File: src/logic/blc_defs.svh
// named constants of the balanced line codec
// assumes a 100 MHz system clock; included by package and modules
`ifndef BLC_DEFS_SVH
`define BLC_DEFS_SVH

`define BLC_CLK_NS       10
`define BLC_SLOT_NS      50000
`define BLC_SLOT_CYC     (`BLC_SLOT_NS / `BLC_CLK_NS)
`define BLC_CNT_W        16
`define BLC_PRE_US       5000
`define BLC_PRE_SLOTS    ((`BLC_PRE_US * 1000 + `BLC_SLOT_NS - 1) / `BLC_SLOT_NS)
`define BLC_SETTLE_US    3000
`define BLC_SETTLE_SLOTS ((`BLC_SETTLE_US * 1000 + `BLC_SLOT_NS - 1) / `BLC_SLOT_NS)
`define BLC_PRE_BYTE     8'h55
`define BLC_SYNC_BYTE    8'hFF
`define BLC_START_BYTE   8'h01
`define BLC_SYNC_CNT     2'h2
`define BLC_BAL_ONES     4'h4
`define BLC_BAD_LO       8'h0F
`define BLC_BAD_HI       8'hF0
`define BLC_FIFO_W       8
`define BLC_FIFO_D       16

`endif

File: src/logic/blc_pkg.sv
// types of the balanced line codec: modes, states, state record
// assumes blc_defs.svh on the include path
`include "blc_defs.svh"

package blc_pkg;

    typedef enum logic [1:0] {
        BLC_MANCH  = 2'h0,
        BLC_THIRDS = 2'h1,
        BLC_NRZ    = 2'h2
    } blc_mode_t;

    typedef enum logic [2:0] {
        TX_IDLE = 3'h0,
        TX_PRE  = 3'h1,
        TX_SYN  = 3'h3,
        TX_STB  = 3'h2,
        TX_DAT  = 3'h6,
        TX_CKH  = 3'h7,
        TX_CKL  = 3'h5
    } blc_tx_st_t;

    typedef enum logic [1:0] {
        RX_OFF    = 2'h0,
        RX_SETTLE = 2'h1,
        RX_HUNT   = 2'h3,
        RX_DATA   = 2'h2
    } blc_rx_st_t;

    typedef struct packed {
        blc_tx_st_t           tx_st;
        blc_mode_t            tx_mode;
        logic                 tx_dup;
        logic                 tx_on;
        logic                 tx_line;
        logic [7:0]           tx_sh;
        logic [7:0]           tx_held;
        logic [2:0]           tx_bit;
        logic [1:0]           tx_ph;
        logic [`BLC_CNT_W-1:0] tx_cnt;
        logic [7:0]           tx_pre;
        logic [1:0]           tx_nb;
        logic                 tx_cp;
        logic [15:0]          tx_sum;
        logic [2:0]           rx_sync;
        logic [2:0]           cd_sync;
        logic                 rxd_f;
        logic                 rxd_p;
        logic                 cd_f;
        blc_rx_st_t           rx_st;
        blc_mode_t            rx_mode;
        logic                 rx_dup;
        logic [`BLC_CNT_W-1:0] rx_cnt;
        logic [1:0]           rx_ph;
        logic                 rx_a;
        logic [7:0]           rx_sh;
        logic [2:0]           rx_bit;
        logic                 rx_seen_ff;
        logic [7:0]           rx_set;
        logic                 rx_cp;
        logic [7:0]           rx_true;
        logic                 rx_terr;
        logic                 rx_berr;
        logic [7:0]           rx_h1;
        logic [7:0]           rx_h2;
        logic [1:0]           rx_n;
        logic [15:0]          rx_sum;
        logic [7:0]           rx_data;
        logic                 rx_valid;
        logic                 rx_done;
        logic                 rx_ok;
        logic                 rx_sym_err;
        logic                 rx_bal_err;
    } blc_state_t;

endpackage

File: src/logic/blc_codec.sv
// host-side line encoder and decoder for a half-duplex radio module
// assumes txd/select pins wired to the module, rxd and carrier detect
// arriving asynchronously; one clock, async active-high reset
//
// Function
// [RULE1] all line coding and recovery happen here
// [RULE2] edges on txd are spaced above 25 us and below 2 ms
// [RULE3] send at least 3 ms of 1010 preamble; ignore rxd before it settles
// [RULE4] preamble stretched to 5 ms
// [RULE5] transmit waveform balanced high/low, never beyond 30/70
// [RULE6] packet bytes follow back to back without idle gaps
// [RULE7] order: 55h preamble, FFh sync, 01h start, data, checksum
// [RULE8] above 20 kbit/s only balanced codes are sent
// [RULE9] manchester: value then inverse per bit, 250 bit/s to 40 kbit/s
// [RULE10] thirds: low, data, high per bit; falling edge aligns decoder
// [RULE11] thirds bit period at least 100 us
// [RULE12] byte coding uses four-ones symbols, never 0Fh or F0h; tx sends bytes as given, FFh sync, 01h start and checksum included
// [RULE13] byte-coded symbols go as consecutive synchronous bytes
// [RULE14] byte coding bit rate between 2 and 40 kbit/s
// [RULE15] received symbol without exactly four ones flags a byte error
// [RULE16] duplicate mode sends each byte true, then complemented; tx doubles only data and checksum bytes, not preamble, sync or start
// [RULE17] on a bad true byte the decoder uses the complement copy
// [RULE18] packet closes with a 16-bit checksum the receiver verifies
// [RULE19] txd held low whenever no transmission is running
// [RULE20] manchester decoder samples both halves, equal halves are errors
// [RULE21] framer drops preamble and sync, starts after 01h, reports checksum
`timescale 1ns/1ps
`include "blc_defs.svh"

module blc_codec #(
    parameter logic [`BLC_CNT_W-1:0] SLOT_CYC = `BLC_CNT_W'(`BLC_SLOT_CYC)
) (
    input  wire logic       clk_sys,
    input  wire logic       rst,
    input  wire logic       ce,
    input  wire logic [1:0] mode,
    input  wire logic       dup_en,
    input  wire logic       tx_valid,
    output logic            tx_ready,
    input  wire logic [7:0] tx_data,
    input  wire logic       tx_go,
    output logic            tx_busy,
    input  wire logic       rx_en,
    output logic [7:0]      rx_data,
    output logic            rx_valid,
    output logic            rx_done,
    output logic            rx_ok,
    output logic            rx_sym_err,
    output logic            rx_bal_err,
    output logic            txd,
    output logic            tx_sel_n,
    output logic            rx_sel_n,
    input  wire logic       rxd,
    input  wire logic       carrier_detect_output
);
    blc_pkg::blc_state_t r_reg;
    blc_pkg::blc_state_t r_next;
    logic                f_valid;
    logic                f_pop;
    logic [7:0]          f_data;

    // payload queue, so the packet goes out gap-free
    blc_fifo #(
        .WIDTH (`BLC_FIFO_W),
        .DEPTH (`BLC_FIFO_D)
    ) u_fifo (
        .clk_sys   (clk_sys),
        .rst       (rst),
        .ce        (ce),
        .in_valid  (tx_valid),
        .in_ready  (tx_ready),
        .in_data   (tx_data),
        .out_valid (f_valid),
        .out_ready (f_pop),
        .out_data  (f_data)
    );

    function automatic logic [1:0] last_ph(input blc_pkg::blc_mode_t m);
        case (m)
            blc_pkg::BLC_MANCH:  last_ph = 2'h1;
            blc_pkg::BLC_THIRDS: last_ph = 2'h2; // RULE11
            default:             last_ph = 2'h0; // RULE14
        endcase
    endfunction

    function automatic logic line_of(input blc_pkg::blc_mode_t m, input logic [1:0] ph, input logic b);
        case (m)
            blc_pkg::BLC_MANCH:  line_of = (ph == 2'h0) ? b : !b; // RULE9
            blc_pkg::BLC_THIRDS: line_of = (ph == 2'h0) ? 1'b0 : ((ph == 2'h1) ? b : 1'b1); // RULE10
            default:             line_of = b; // RULE13
        endcase
    endfunction

    logic       tx_tick;
    logic       tx_bend;
    logic       rx_tick;
    logic       rx_samp;
    logic       edge_seen;
    logic       fall;
    logic       listen;
    logic       got;
    logic       bitv;
    logic       err;
    logic       bad;
    logic [7:0] nsh;
    logic [7:0] pick;
    logic       push;

    always_comb begin
        r_next = r_reg;
        f_pop  = 1'b0;
        // transmit byte engine
        tx_tick = r_reg.tx_on && (r_reg.tx_cnt == SLOT_CYC - 1'b1);
        tx_bend = tx_tick && (r_reg.tx_ph == last_ph(r_reg.tx_mode)) && (r_reg.tx_bit == 3'h7);
        if (r_reg.tx_on) begin
            r_next.tx_cnt = tx_tick ? '0 : r_reg.tx_cnt + 1'b1; // RULE2
            if (tx_tick) begin
                if (r_reg.tx_ph == last_ph(r_reg.tx_mode)) begin
                    r_next.tx_ph  = 2'h0;
                    r_next.tx_bit = r_reg.tx_bit + 1'b1;
                    r_next.tx_sh  = {1'b0, r_reg.tx_sh[7:1]};
                end else begin
                    r_next.tx_ph = r_reg.tx_ph + 1'b1;
                end
                if (r_reg.tx_st == blc_pkg::TX_PRE && r_reg.tx_pre != 8'(`BLC_PRE_SLOTS)) begin
                    r_next.tx_pre = r_reg.tx_pre + 1'b1; // RULE3 RULE4
                end
            end
        end
        if ((r_reg.tx_st == blc_pkg::TX_IDLE && tx_go && f_valid) || tx_bend) begin
            r_next.tx_bit = 3'h0;
            r_next.tx_ph  = 2'h0;
            r_next.tx_cnt = '0;
            if (r_reg.tx_dup && !r_reg.tx_cp && (r_reg.tx_st == blc_pkg::TX_DAT ||
                r_reg.tx_st == blc_pkg::TX_CKH || r_reg.tx_st == blc_pkg::TX_CKL)) begin
                r_next.tx_sh = ~r_reg.tx_held; // RULE16
                r_next.tx_cp = 1'b1;
            end else begin
                r_next.tx_cp = 1'b0;
                case (r_reg.tx_st)
                    blc_pkg::TX_IDLE: begin
                        r_next.tx_on   = 1'b1;
                        r_next.tx_mode = blc_pkg::blc_mode_t'(mode);
                        r_next.tx_dup  = dup_en;
                        r_next.tx_sh   = `BLC_PRE_BYTE; // RULE7
                        r_next.tx_pre  = 8'h0;
                        r_next.tx_sum  = 16'h0;
                        r_next.tx_st   = blc_pkg::TX_PRE;
                    end
                    blc_pkg::TX_PRE: begin
                        if (r_reg.tx_pre == 8'(`BLC_PRE_SLOTS)) begin
                            r_next.tx_sh = `BLC_SYNC_BYTE; // RULE7
                            r_next.tx_nb = 2'h1;
                            r_next.tx_st = blc_pkg::TX_SYN;
                        end else begin
                            r_next.tx_sh = `BLC_PRE_BYTE; // RULE3
                        end
                    end
                    blc_pkg::TX_SYN: begin
                        if (r_reg.tx_nb == `BLC_SYNC_CNT) begin
                            r_next.tx_sh = `BLC_START_BYTE; // RULE7
                            r_next.tx_st = blc_pkg::TX_STB;
                        end else begin
                            r_next.tx_sh = `BLC_SYNC_BYTE;
                            r_next.tx_nb = r_reg.tx_nb + 1'b1;
                        end
                    end
                    blc_pkg::TX_STB, blc_pkg::TX_DAT: begin
                        if (f_valid) begin
                            f_pop          = 1'b1; // RULE6
                            r_next.tx_sh   = f_data;
                            r_next.tx_held = f_data;
                            r_next.tx_sum  = r_reg.tx_sum + {8'h00, f_data};
                            r_next.tx_st   = blc_pkg::TX_DAT;
                        end else begin
                            r_next.tx_sh   = r_reg.tx_sum[15:8]; // RULE18
                            r_next.tx_held = r_reg.tx_sum[15:8];
                            r_next.tx_st   = blc_pkg::TX_CKH;
                        end
                    end
                    blc_pkg::TX_CKH: begin
                        r_next.tx_sh   = r_reg.tx_sum[7:0]; // RULE18
                        r_next.tx_held = r_reg.tx_sum[7:0];
                        r_next.tx_st   = blc_pkg::TX_CKL;
                    end
                    default: begin
                        r_next.tx_on = 1'b0;
                        r_next.tx_sh = 8'h00;
                        r_next.tx_st = blc_pkg::TX_IDLE;
                    end
                endcase
            end
        end
        // line is idle low outside a packet
        r_next.tx_line = r_next.tx_on ? line_of(r_next.tx_mode, r_next.tx_ph, r_next.tx_sh[0]) : 1'b0; // RULE19 RULE5 RULE8

        // receive pin conditioning
        r_next.rx_sync = {r_reg.rx_sync[1:0], rxd};
        r_next.cd_sync = {r_reg.cd_sync[1:0], carrier_detect_output};
        r_next.rxd_f   = (r_reg.rx_sync[2] == r_reg.rx_sync[1]) ? r_reg.rx_sync[1] : r_reg.rxd_f;
        r_next.cd_f    = (r_reg.cd_sync[2] == r_reg.cd_sync[1]) ? r_reg.cd_sync[1] : r_reg.cd_f;
        r_next.rxd_p = r_reg.rxd_f;
        edge_seen    = r_reg.rxd_f != r_reg.rxd_p;
        fall         = edge_seen && !r_reg.rxd_f;
        listen       = rx_en && !r_reg.tx_on && r_reg.cd_f;
        r_next.rx_valid = 1'b0;
        r_next.rx_done  = 1'b0;

        // slot timing and bit recovery
        rx_tick = r_reg.rx_cnt == SLOT_CYC - 1'b1;
        rx_samp = !edge_seen && (r_reg.rx_cnt == (SLOT_CYC >> 1));
        if (edge_seen) begin
            r_next.rx_cnt = '0;
            if (fall && r_reg.rx_mode == blc_pkg::BLC_THIRDS) begin
                r_next.rx_ph = 2'h0; // RULE10
            end
        end else begin
            r_next.rx_cnt = rx_tick ? '0 : r_reg.rx_cnt + 1'b1;
        end
        got  = 1'b0;
        bitv = 1'b0;
        err  = 1'b0;
        if (rx_samp) begin
            case (r_reg.rx_mode)
                blc_pkg::BLC_MANCH: begin
                    if (r_reg.rx_ph == 2'h0) begin
                        r_next.rx_a  = r_reg.rxd_f;
                        r_next.rx_ph = 2'h1;
                    end else if (r_reg.rxd_f == r_reg.rx_a && r_reg.rx_st == blc_pkg::RX_HUNT) begin
                        err         = 1'b1; // RULE20
                        r_next.rx_a = r_reg.rxd_f;
                    end else begin
                        err          = r_reg.rxd_f == r_reg.rx_a; // RULE20
                        got          = 1'b1;
                        bitv         = r_reg.rx_a;
                        r_next.rx_ph = 2'h0;
                    end
                end
                blc_pkg::BLC_THIRDS: begin
                    got  = r_reg.rx_ph == 2'h1;
                    bitv = r_reg.rxd_f;
                    err  = (r_reg.rx_ph == 2'h0 && r_reg.rxd_f) || (r_reg.rx_ph == 2'h2 && !r_reg.rxd_f);
                    r_next.rx_ph = (r_reg.rx_ph == 2'h2) ? 2'h0 : r_reg.rx_ph + 1'b1;
                end
                default: begin
                    got  = 1'b1;
                    bitv = r_reg.rxd_f;
                end
            endcase
        end
        nsh = {bitv, r_reg.rx_sh[7:1]};
        if (got) begin
            r_next.rx_sh  = nsh;
            r_next.rx_bit = r_reg.rx_bit + 1'b1;
        end

        // receive framer
        bad     = 1'b0;
        pick    = nsh;
        push    = 1'b0;
        case (r_reg.rx_st)
            blc_pkg::RX_OFF: begin
                if (listen) begin
                    r_next.rx_st   = blc_pkg::RX_SETTLE;
                    r_next.rx_set  = 8'h0;
                    r_next.rx_mode = blc_pkg::blc_mode_t'(mode);
                    r_next.rx_dup  = dup_en;
                    r_next.rx_ph   = 2'h0;
                end
            end
            blc_pkg::RX_SETTLE: begin
                if (rx_tick || edge_seen) begin // RULE3
                    r_next.rx_set = r_reg.rx_set + 1'b1;
                end
                if (r_reg.rx_set == 8'(`BLC_SETTLE_SLOTS)) begin
                    r_next.rx_st      = blc_pkg::RX_HUNT; // RULE3
                    r_next.rx_seen_ff = 1'b0;
                    r_next.rx_sh      = 8'h00;
                end
            end
            blc_pkg::RX_HUNT: begin
                if (got && nsh == `BLC_SYNC_BYTE) begin
                    r_next.rx_seen_ff = 1'b1; // RULE21
                end
                if (got && r_reg.rx_seen_ff && nsh == `BLC_START_BYTE) begin
                    r_next.rx_st      = blc_pkg::RX_DATA; // RULE21
                    r_next.rx_bit     = 3'h0;
                    r_next.rx_n       = 2'h0;
                    r_next.rx_sum     = 16'h0;
                    r_next.rx_cp      = 1'b0;
                    r_next.rx_berr    = 1'b0;
                    r_next.rx_sym_err = 1'b0;
                    r_next.rx_bal_err = 1'b0;
                end
            end
            default: begin
                r_next.rx_berr = r_reg.rx_berr | err;
                if (got && r_reg.rx_bit == 3'h7) begin
                    r_next.rx_berr = 1'b0;
                    bad = r_reg.rx_berr | err;
                    if (r_reg.rx_mode == blc_pkg::BLC_NRZ && (4'($countones(nsh)) != `BLC_BAL_ONES ||
                        nsh == `BLC_BAD_LO || nsh == `BLC_BAD_HI)) begin
                        r_next.rx_bal_err = 1'b1; // RULE15 RULE12
                        bad = 1'b1;
                    end
                    r_next.rx_sym_err = r_reg.rx_sym_err | bad;
                    if (!r_reg.rx_dup) begin
                        push = 1'b1;
                    end else if (!r_reg.rx_cp) begin
                        r_next.rx_cp   = 1'b1;
                        r_next.rx_true = nsh;
                        r_next.rx_terr = bad;
                    end else begin
                        r_next.rx_cp = 1'b0;
                        push = 1'b1;
                        pick = r_reg.rx_terr ? ~nsh : r_reg.rx_true; // RULE17
                    end
                end
            end
        endcase
        // last two bytes are held back: they are the checksum
        if (push) begin
            if (r_reg.rx_n == 2'h2) begin
                r_next.rx_data  = r_reg.rx_h2;
                r_next.rx_valid = 1'b1;
                r_next.rx_sum   = r_reg.rx_sum + {8'h00, r_reg.rx_h2};
            end else begin
                r_next.rx_n = r_reg.rx_n + 1'b1;
            end
            r_next.rx_h2 = r_reg.rx_h1;
            r_next.rx_h1 = pick;
        end
        if (!listen && r_reg.rx_st != blc_pkg::RX_OFF) begin
            r_next.rx_st = blc_pkg::RX_OFF;
            if (r_reg.rx_st == blc_pkg::RX_DATA) begin
                r_next.rx_done = 1'b1; // RULE21 RULE18
                r_next.rx_ok   = (r_reg.rx_n == 2'h2) && (r_reg.rx_sum == {r_reg.rx_h2, r_reg.rx_h1});
            end
        end
    end

    always_ff @(posedge clk_sys or posedge rst) begin
        if (rst) begin
            r_reg <= '0;
        end else if (ce) begin
            r_reg <= r_next; // RULE1
        end
    end

    assign txd        = r_reg.tx_line;
    assign tx_sel_n   = !r_reg.tx_on;
    assign rx_sel_n   = !(rx_en && !r_reg.tx_on);
    assign tx_busy    = r_reg.tx_on;
    assign rx_data    = r_reg.rx_data;
    assign rx_valid   = r_reg.rx_valid;
    assign rx_done    = r_reg.rx_done;
    assign rx_ok      = r_reg.rx_ok;
    assign rx_sym_err = r_reg.rx_sym_err;
    assign rx_bal_err = r_reg.rx_bal_err;

endmodule

File: src/logic/blc_fifo.sv
// small first-word-fall-through fifo with valid/ready on both sides
// assumes one clock, async active-high reset, clock enable freezes it
`timescale 1ns/1ps

module blc_fifo #(
    parameter int WIDTH = 8,
    parameter int DEPTH = 16
) (
    input  wire logic             clk_sys,
    input  wire logic             rst,
    input  wire logic             ce,
    input  wire logic             in_valid,
    output logic                  in_ready,
    input  wire logic [WIDTH-1:0] in_data,
    output logic                  out_valid,
    input  wire logic             out_ready,
    output logic [WIDTH-1:0]      out_data
);
    localparam int AW = $clog2(DEPTH);

    typedef struct packed {
        logic [DEPTH-1:0][WIDTH-1:0] mem;
        logic [AW:0]                 wp;
        logic [AW:0]                 rp;
    } blc_fifo_st_t;

    blc_fifo_st_t r_reg;
    blc_fifo_st_t r_next;
    logic         full;
    logic         empty;

    assign empty     = r_reg.wp == r_reg.rp;
    assign full      = (r_reg.wp[AW] != r_reg.rp[AW]) && (r_reg.wp[AW-1:0] == r_reg.rp[AW-1:0]);
    assign in_ready  = !full;
    assign out_valid = !empty;
    assign out_data  = r_reg.mem[r_reg.rp[AW-1:0]];

    always_comb begin
        r_next = r_reg;
        if (in_valid && !full) begin
            r_next.mem[r_reg.wp[AW-1:0]] = in_data;
            r_next.wp = r_reg.wp + 1'b1;
        end
        if (out_ready && !empty) begin
            r_next.rp = r_reg.rp + 1'b1;
        end
    end

    always_ff @(posedge clk_sys or posedge rst) begin
        if (rst) begin
            r_reg <= '0;
        end else if (ce) begin
            r_reg <= r_next;
        end
    end

endmodule

File: config.mk
export PLATFORM = sky130hd
export DESIGN_NAME = blc_codec
export DESIGN_NICKNAME = d
export VERILOG_FILES = /design/src/logic/blc_pkg.sv /design/src/logic/blc_codec.sv /design/src/logic/blc_fifo.sv
export VERILOG_INCLUDE_DIRS = /design/src /design/src/logic
export SDC_FILE = /design/constraint.sdc
export NUM_CORES = 1
export LEC_CHECK = 0
export ABC_AREA = 1
export BUFFER_PORTS_ARGS = -buffer_cell sky130_fd_sc_hd__clkbuf_2
export CORE_MARGIN = 2
export CORE_UTILIZATION = 66
export CTS_BUF_LIST = sky130_fd_sc_hd__clkbuf_8
export DETAILED_ROUTE_END_ITERATION = 10
export PLACE_DENSITY = 0.82
export SYNTH_ARGS = -nofsm -noshare
export SYNTH_HDL_FRONTEND = slang
export SYNTH_HIERARCHICAL = 1
export SYNTH_SLANG_ARGS = --single-unit
File: constraint.sdc
create_clock -name clk_sys -period 7.8 [get_ports clk_sys]
set_input_delay 1.56 -clock clk_sys [delete_from_list [all_inputs] [get_ports clk_sys]]
set_output_delay 1.56 -clock clk_sys [all_outputs]
set_load 0.05 [all_outputs]
==> flow_summary.yaml, run 1 <==
global_routing:
  grt_pass1_vias: 15810
  antenna_found_initial: 0
  grt_first_pass_wirelength_mm: 77.75
  grt_overflow_total: 0
  grt_usage_pct: 32.82
  grt_max_degree: 116
cts:
  clk_path_buf_depth: 3
  root_buffer: "clkbuf_8"
  clock-sinks: 320
  path_clk_slew_ns: 0.06
  cts_resized: 0
  clk-insertion-delay-late_ns: 0.59
  numCtsBuffers: 53
  post_cts_buffers: 0
  htreeDepth: 2
  ctsHoldBuffers: 0
  cts_tree: "done"
setup_path:
  cp-start-kind: "flop"
  rr_startpoint: "u_fifo/r_reg[0]"
  crit_chain: "buf_4 -> inv_2 -> buf_4 -> nand2_1 -> nand2_1 -> nor2_1 -> nand3_4 -> clkbuf_2"
  arrival_ns: 3.32
  startpoint: "u_fifo/r_reg[0]"
  crit_path_end_kind: "output pin"
  slowest_stage: "buf_4"
  crit_type: "reg -> out"
  crit_path_max_incr_delay_ns: 0.55
  required_ns: 6.24
  path_max_fanout: 69
logic_synthesis:
  yosysTopAreaCellShare_pct: 43.84
  netlist_top_cells_area: "dfrtp_1 (44%), nand2_1 (15%), nor2_1 (5.5%), o21ai_0 (5.4%), nand4_1 (5.2%)"
  ys_seq_area_share_pct: 43.84
  synth-seq-cells: 320
  synth_ff_type: "dfrtp_1"
  syn_area_sq_um: 18270
  synth_cell_types: 52
  syn_inst: 2437
  synth_edf_count: 0
  ys_warn_count: 6
  yosysTopAreaCell: "dfrtp_1"
  syn_nets: 2499
  syn_area_per_cell_sq_um: 7.495
  async_reset_ff_share_pct: 100.0
die:
  dieWidth_microns: 170.4
  die_area_sq_um: 29020
  ios: 37
  initial_core_util_pct: 67.58
  die_height_microns: 170.4
  core_sq_um: 27030
  rows: 60
sta:
  setup-tns-final_ns: 0
  finalSetupViolCount: 0
  skew_ns: 0.04167
  hold_viol: 0
  period_needed_ns: 4.879
  tightest_slew_ns: 1.009
  slew_headroom_pct: 32.72
  rsz0062_at_grt: "false"
  fin_crit_sh_pct: 62.55
  max_freq_ghz: 0.2050
  slew_viol_final: 0
detailed_routing:
  detail-route-antenna-nets: 0
  first_pass_iters: 6
  drt_wl_total_mm: 46.67
  num_vias: 16750
  vias_per_cell: 5.962
  first_iter_violations: 1890
  wl_per_cell_microns: 16.61
  drc: 0
cells_and_area:
  syn2layout_area_growth_pct: 7.199
  register_area_sq_um: 8009
  diodes: 0
  layout-drive-gt1-share_pct: 8.387
  multi_input_area_sq_um: 8932
  nets: 2491
  nFillCells: 2145
  largest_reg_flops: 153
  final_util_pct: 72.45
power_and_ir_drop:
  p_seq_share_pct: 45.7
  ir_worst_vdd_mv: 0.1635
  power_switching_mw: 1.686
  switching_share_pct: 34.52
  power_frac_comb_pct: 22.7
  clock_power_share_pct: 31.7
  leakage_nw: 9.771
  cellInternalPower_mw: 3.198
  power_density_nw_per_um2: 249.4
min_path:
  hp-class: "reg -> reg"
  hp-start: "u_fifo/r_reg[89]"
place:
  hpwl_mm: 31.41
  port_buffers: 36
  finalWeightedCongestion: 0.9594
outcome:
  outcome: "finished clean"
flow_run:
  cap_violations: 0
-- layer usage --
| layer | track usage, % | wire (microns) | vias up |
|---|---|---|---|
| li1 | - | - | 8044 |
| met1 | 45.12 | 20140 | 7883 |
| met2 | 53.61 | 21760 | 676 |
| met3 | 4.395 | 3223 | 145 |
| met4 | 12.04 | 1541 | 0 |
| met5 | 0 | 0 | - |
-- worst max-delay path, delay by kind of cell (launching register included) --
kind                   cells  cell delay (ns)
AND/OR/NAND/NOR            4             0.67
buffers and inverters      4             1.68
flip-flops                 1             0.34
-- cells in the final DEF, fill, tap and decap left out, types with 19 or more instances in the layout --
cell / n
xor2_1: 35
nor2_1: 266
dfrtp_1: 319
o21ai_1: 34
ha_1: 37
nor3_1: 27
clkbuf_8: 69
clkbuf_2: 36
a21oi_1: 52
inv_1: 205
nand4_1: 153
nand2_1: 709
o211ai_1: 19
nand3_1: 111
o21ai_0: 198
-- area by class of cell --
class	instances	area share (%)
inverter	219	4.249
multi-input combinational	1789	45.62
tap	341	2.179
clock buffer	69	4.850
timing repair buffer	46	1.304
clock inverter	25	0.8946
sequential	320	40.90
-- logic make-up (layout without fill, tap and decap cells) --
group / Yosys count / in the layout / synth area share, %
AO/OA/AOI/OAI: 358 / 358 / 10.78
XOR/XNOR: 44 / 44 / 2.110
adder cells (fa/ha/maj): 43 / 43 / 3.192
buffers and inverters: 328 / 359 / 7.296
flip-flops: 320 / 320 / 43.84
multiplexers: 9 / 9 / 0.5549
AND/OR/NAND/NOR: 1335 / 1335 / 32.23
-- cell usage after synthesis, drive strengths merged (31+ instances only) --
master	n
a21oi	52
nand3	127
clkbuf	50
nand4	155
nor2	278
buf	59
dfrtp	320
nand2	719
ha	37
o21ai	236
xor2	35
nor3	31
inv	212
-- metrics by stage --
stage | area (sq um) | instances | worst slack [ns] | hold slack (ns) | power [mW]
CTS | 19580 | 2809 | 2.989 | 0.4671 | 4.879
floorplan | 18270 | 2437 | 1.296 | 0.4331 | 3.016
global route | 19580 | 2809 | 2.664 | 0.4829 | 5.172
global placement | 18460 | 2715 | 3.315 | 0.4472 | 3.279
finish | 19580 | 2809 | 2.921 | 0.4652 | 4.883
detailed placement | 18460 | 2715 | 3.136 | 0.4531 | 3.331
-- power groups by stage --
stage | Combinational (mW) | Sequential [mW] | Clock [mW]
after detailed placement | 1.09 | 2.24 | 0
after floorplan | 0.844 | 2.17 | 0
after global placement | 1.05 | 2.23 | 0
after CTS | 1.10 | 2.22 | 1.57
final | 1.11 | 2.23 | 1.55
after global routing | 1.26 | 2.26 | 1.64
-- path summary, 6_finish.rpt --
check                                   end  slack (ns)  cells after the start
setup / recovery                   tx_ready        2.92                      8
max in group asynchronous         r_reg[54]        5.03                      3
setup reg to reg                 r_reg[119]        3.02                     16
min in group asynchronous  u_fifo/r_reg[44]        1.19                      2
hold reg to reg            u_fifo/r_reg[89]        0.47                      2
hold / removal             u_fifo/r_reg[89]        0.47                      2
Power figures use the tool's default switching activity.
==> run 2: changes to the inputs <==
--- a/config.mk
+++ b/config.mk
@@ -6,13 +6,13 @@
 export SDC_FILE = /design/constraint.sdc
 export NUM_CORES = 1
 export LEC_CHECK = 0
-export ABC_AREA = 1
+export ABC_AREA = 0
 export BUFFER_PORTS_ARGS = -buffer_cell sky130_fd_sc_hd__clkbuf_2
 export CORE_MARGIN = 2
-export CORE_UTILIZATION = 66
+export CORE_UTILIZATION = 59
 export CTS_BUF_LIST = sky130_fd_sc_hd__clkbuf_8
 export DETAILED_ROUTE_END_ITERATION = 10
-export PLACE_DENSITY = 0.82
+export PLACE_DENSITY = 0.78
 export SYNTH_ARGS = -nofsm -noshare
 export SYNTH_HDL_FRONTEND = slang
 export SYNTH_HIERARCHICAL = 1
==> constraint.sdc (replaced) <==
create_clock -name clk_sys -period 4.35 [get_ports clk_sys]
set_input_delay 0.87 -clock clk_sys [delete_from_list [all_inputs] [get_ports clk_sys]]
set_output_delay 0.87 -clock clk_sys [all_outputs]
set_load 0.05 [all_outputs]
==> run 2 against run 1 <==
Critical endpoint is now r_reg[48]. Power rose by 90%. Global-route usage fell by 7.0 points. Worst hold slack got worse by 0.0029 ns. Wire length fell by 17%. Highest routed layer unchanged. Combinational power rose by 120%. Non-clock buffer count rose by 38. Sequential cell count did not move. Sequential share of layout area rose by 1.6 points. Setup slack got worse by 2.9 ns.
==> flow_summary.yaml, run 2 <==
detailed_routing:
  detail-route-antenna-nets: 0
  num_vias: 12660
  vias_per_cell: 6.166
  first_pass_iters: 5
  drc: 0
  drt_wl_total_mm: 38.65
  first_iter_violations: 894
  wl_per_cell_microns: 18.82
outcome:
  outcome: "finished clean"
cts:
  numCtsBuffers: 53
  clock-sinks: 320
  htreeDepth: 2
  cts_tree: "done"
  path_clk_slew_ns: 0.06
  clk_path_buf_depth: 3
  root_buffer: "clkbuf_8"
  clk-insertion-delay-late_ns: 0.58
cells_and_area:
  nFillCells: 2192
  layout_common_cells: "dfrtp_1 (319), nand2_1 (187), mux2_2 (119), o21ai_0 (108), inv_1 (83)"
  syn2layout_area_growth_pct: 10.99
  largest_reg_flops: 153
  nets: 1689
  final_common_cell: "dfrtp_1"
  final_cells: 2053
  diodes: 0
  layout-drive-gt1-share_pct: 21.99
min_path:
  hold_path_depth: 2
  hp-class: "reg -> reg"
  hp-start: "rx_data[2]"
  min_to: "rx_data[2]"
sta:
  slew_headroom_pct: 25.88
  hold_viol: 0
  slew_viol_final: 0
  tightest_slew_ns: 1.109
  period_needed_ns: 4.344
  fin_crit_sh_pct: 99.87
  rsz0062_at_grt: "true"
  skew_ns: 0.03360
  finalSetupViolCount: 0
  max_freq_ghz: 0.2302
  setup-tns-final_ns: 0
setup_path:
  arrival_ns: 4.81
  crit_type: "reg -> reg"
  slowest_stage: "fa_1"
  r2r_slack_ns: 0.006
  path_max_fanout: 3
  crit_chain: "ha_4 -> and4b_1 -> nand4_1 -> nor2_2 -> inv_2 -> fa_1 -> fa_1 -> fa_1 -> inv_1 -> ha_2 -> inv_2 -> fa_2 -> nor2_1 -> a21oi_1 -> nor3b_2 -> o211a_1 -> o31ai_4 -> mux2_4"
  rr_startpoint: "r_reg[103]"
  timing.rr.end: "r_reg[48]"
  crit_path_max_incr_delay_ns: 0.54
  r2r_cells: 18
  cp-start-kind: "flop"
  crit_path_end_kind: "flop"
  worst_path_most_repeated_cell: "fa_1"
  required_ns: 4.82
power_and_ir_drop:
  ir_worst_vdd_mv: 0.3841
  leakage_nw: 8.486
  power_density_nw_per_um2: 491.6
logic_synthesis:
  synth_ff_type: "dfrtp_1"
  yosysTopAreaCellShare_pct: 47.16
  syn_nets: 1637
  async_reset_ff_share_pct: 100.0
  synth_most_common_cell: "dfrtp_1"
  netlist_top_cells_area: "dfrtp_1 (47%), mux2_2 (8.0%), mux4_2 (4.2%), nand2_1 (4.1%), o21ai_0 (3.2%)"
  syn_inst: 1575
  synth_commonest_cells: "dfrtp_1 (320), nand2_1 (187), mux2_2 (120)"
  ys_seq_area_share_pct: 47.16
  syn_area_per_cell_sq_um: 10.78
  synth_cell_types: 87
  ys_warn_count: 6
  syn_area_sq_um: 16980
  synth-seq-cells: 320
  synth_edf_count: 0
  yosysTopAreaCell: "dfrtp_1"
die:
  core_sq_um: 28550
  die_height_microns: 173.6
  initial_core_util_pct: 59.48
  dieWidth_microns: 173.6
  rows: 62
  die_area_sq_um: 30150
  ios: 37
flow_run:
  cap_violations: 0
global_routing:
  grt_max_degree: 77
  grt_overflow_total: 0
  grt_first_pass_wirelength_mm: 63.67
  grt_pass1_vias: 12610
  antenna_found_initial: 1
  grt_usage_pct: 25.80
place:
  port_buffers: 36
  dp.cells: 1951
  finalWeightedCongestion: 0.8649
  hpwl_mm: 26.53
-- run 2: changes by cell type after synthesis, moves of 74 or more --
cell     change
nand2_1    -522
nor2_1     -202
inv_1      -131
nand4_1    -126
mux2_2     +111
o21ai_0     -90
nand3_1     -74
-- run 2: metrics by stage --
step	util, %	instance area [sq um]	total power [mW]	setup slack (ns)	hold slack, ns
global placement	61.84	17650	6.402	0.02102	0.4482
global route	66.02	18850	9.760	-0.2204	0.4907
CTS	65.78	18780	9.282	-0.01174	0.4689
detailed placement	61.84	17650	6.546	-0.1219	0.4550
finish	66.02	18850	9.264	0.005817	0.4623
floorplan	-	16990	5.892	0.03429	0.4400
-- run 2: cell families after synthesis --
| group | Yosys count | synth area share (%) |
|---|---|---|
| fa+ha+maj | 43 | 3.434 |
| mux | 168 | 13.15 |
| compound gates | 345 | 14.07 |
| simple gates | 485 | 15.02 |
| buf+inv | 151 | 3.714 |
| flops | 320 | 47.16 |
| xor+xnor | 63 | 3.449 |
-- run 2: how the worst max path moves through the flow --
stage / endpoint / start / depth (start not counted)
2_1_floorplan: r_reg[48] / r_next[103] / 20
3_3_place_gp: r_reg[48] / r_reg[103] / 18
3_5_place_dp: r_reg[48] / r_reg[91] / 17
4_1_cts: r_reg[48] / r_reg[103] / 18
5_1_grt: r_reg[48] / r_reg[103] / 18
6_report: r_reg[48] / r_reg[103] / 18
-- run 2: per-layer routing --
layer | global-route usage (%) | routed length (microns) | vias up
li1 | - | - | 5847
met1 | 35.30 | 16920 | 6332
met2 | 42.57 | 18520 | 391
met3 | 4.013 | 2113 | 88
met4 | 8.578 | 1095 | 0
met5 | 0 | 0 | -
-- run 2: power by group --
group | internal (mW) | switching (mW) | leakage, nW | total, mW
clock | 1.50 | 1.21 | 0.650 | 2.71
combinational | 1.16 | 1.27 | 3.58 | 2.43
sequential | 3.67 | 0.456 | 4.26 | 4.12
-- run 2: cell type report --
cell class	count	area [sq um]	area share (%)
inverters	64	247.7	1.315
clock inverters	34	235.2	1.248
repair buffers	84	603.1	3.200
multi-input cells	1104	8403	44.59
clock buffers	63	867.1	4.601
flip-flops and latches	320	8009	42.50
well taps	384	480.5	2.549
-- run 2: critical path, delay by kind of cell (launching register included) --
family | cells | cell delay, ns
adders and majority gates | 6 | 2.19
and+or+nand+nor | 5 | 0.81
DFF | 1 | 0.40
AOI/OAI and AO/OA | 3 | 0.38
muxes | 1 | 0.28
buffers and inverters | 3 | 0.18
-- run 2: timing repair --
action                     CTS  global route
resized for setup            3             8
setup endpoints to repair    2             3
pin swaps                    1             8
setup buffers                1             4
hold buffers                 0             0
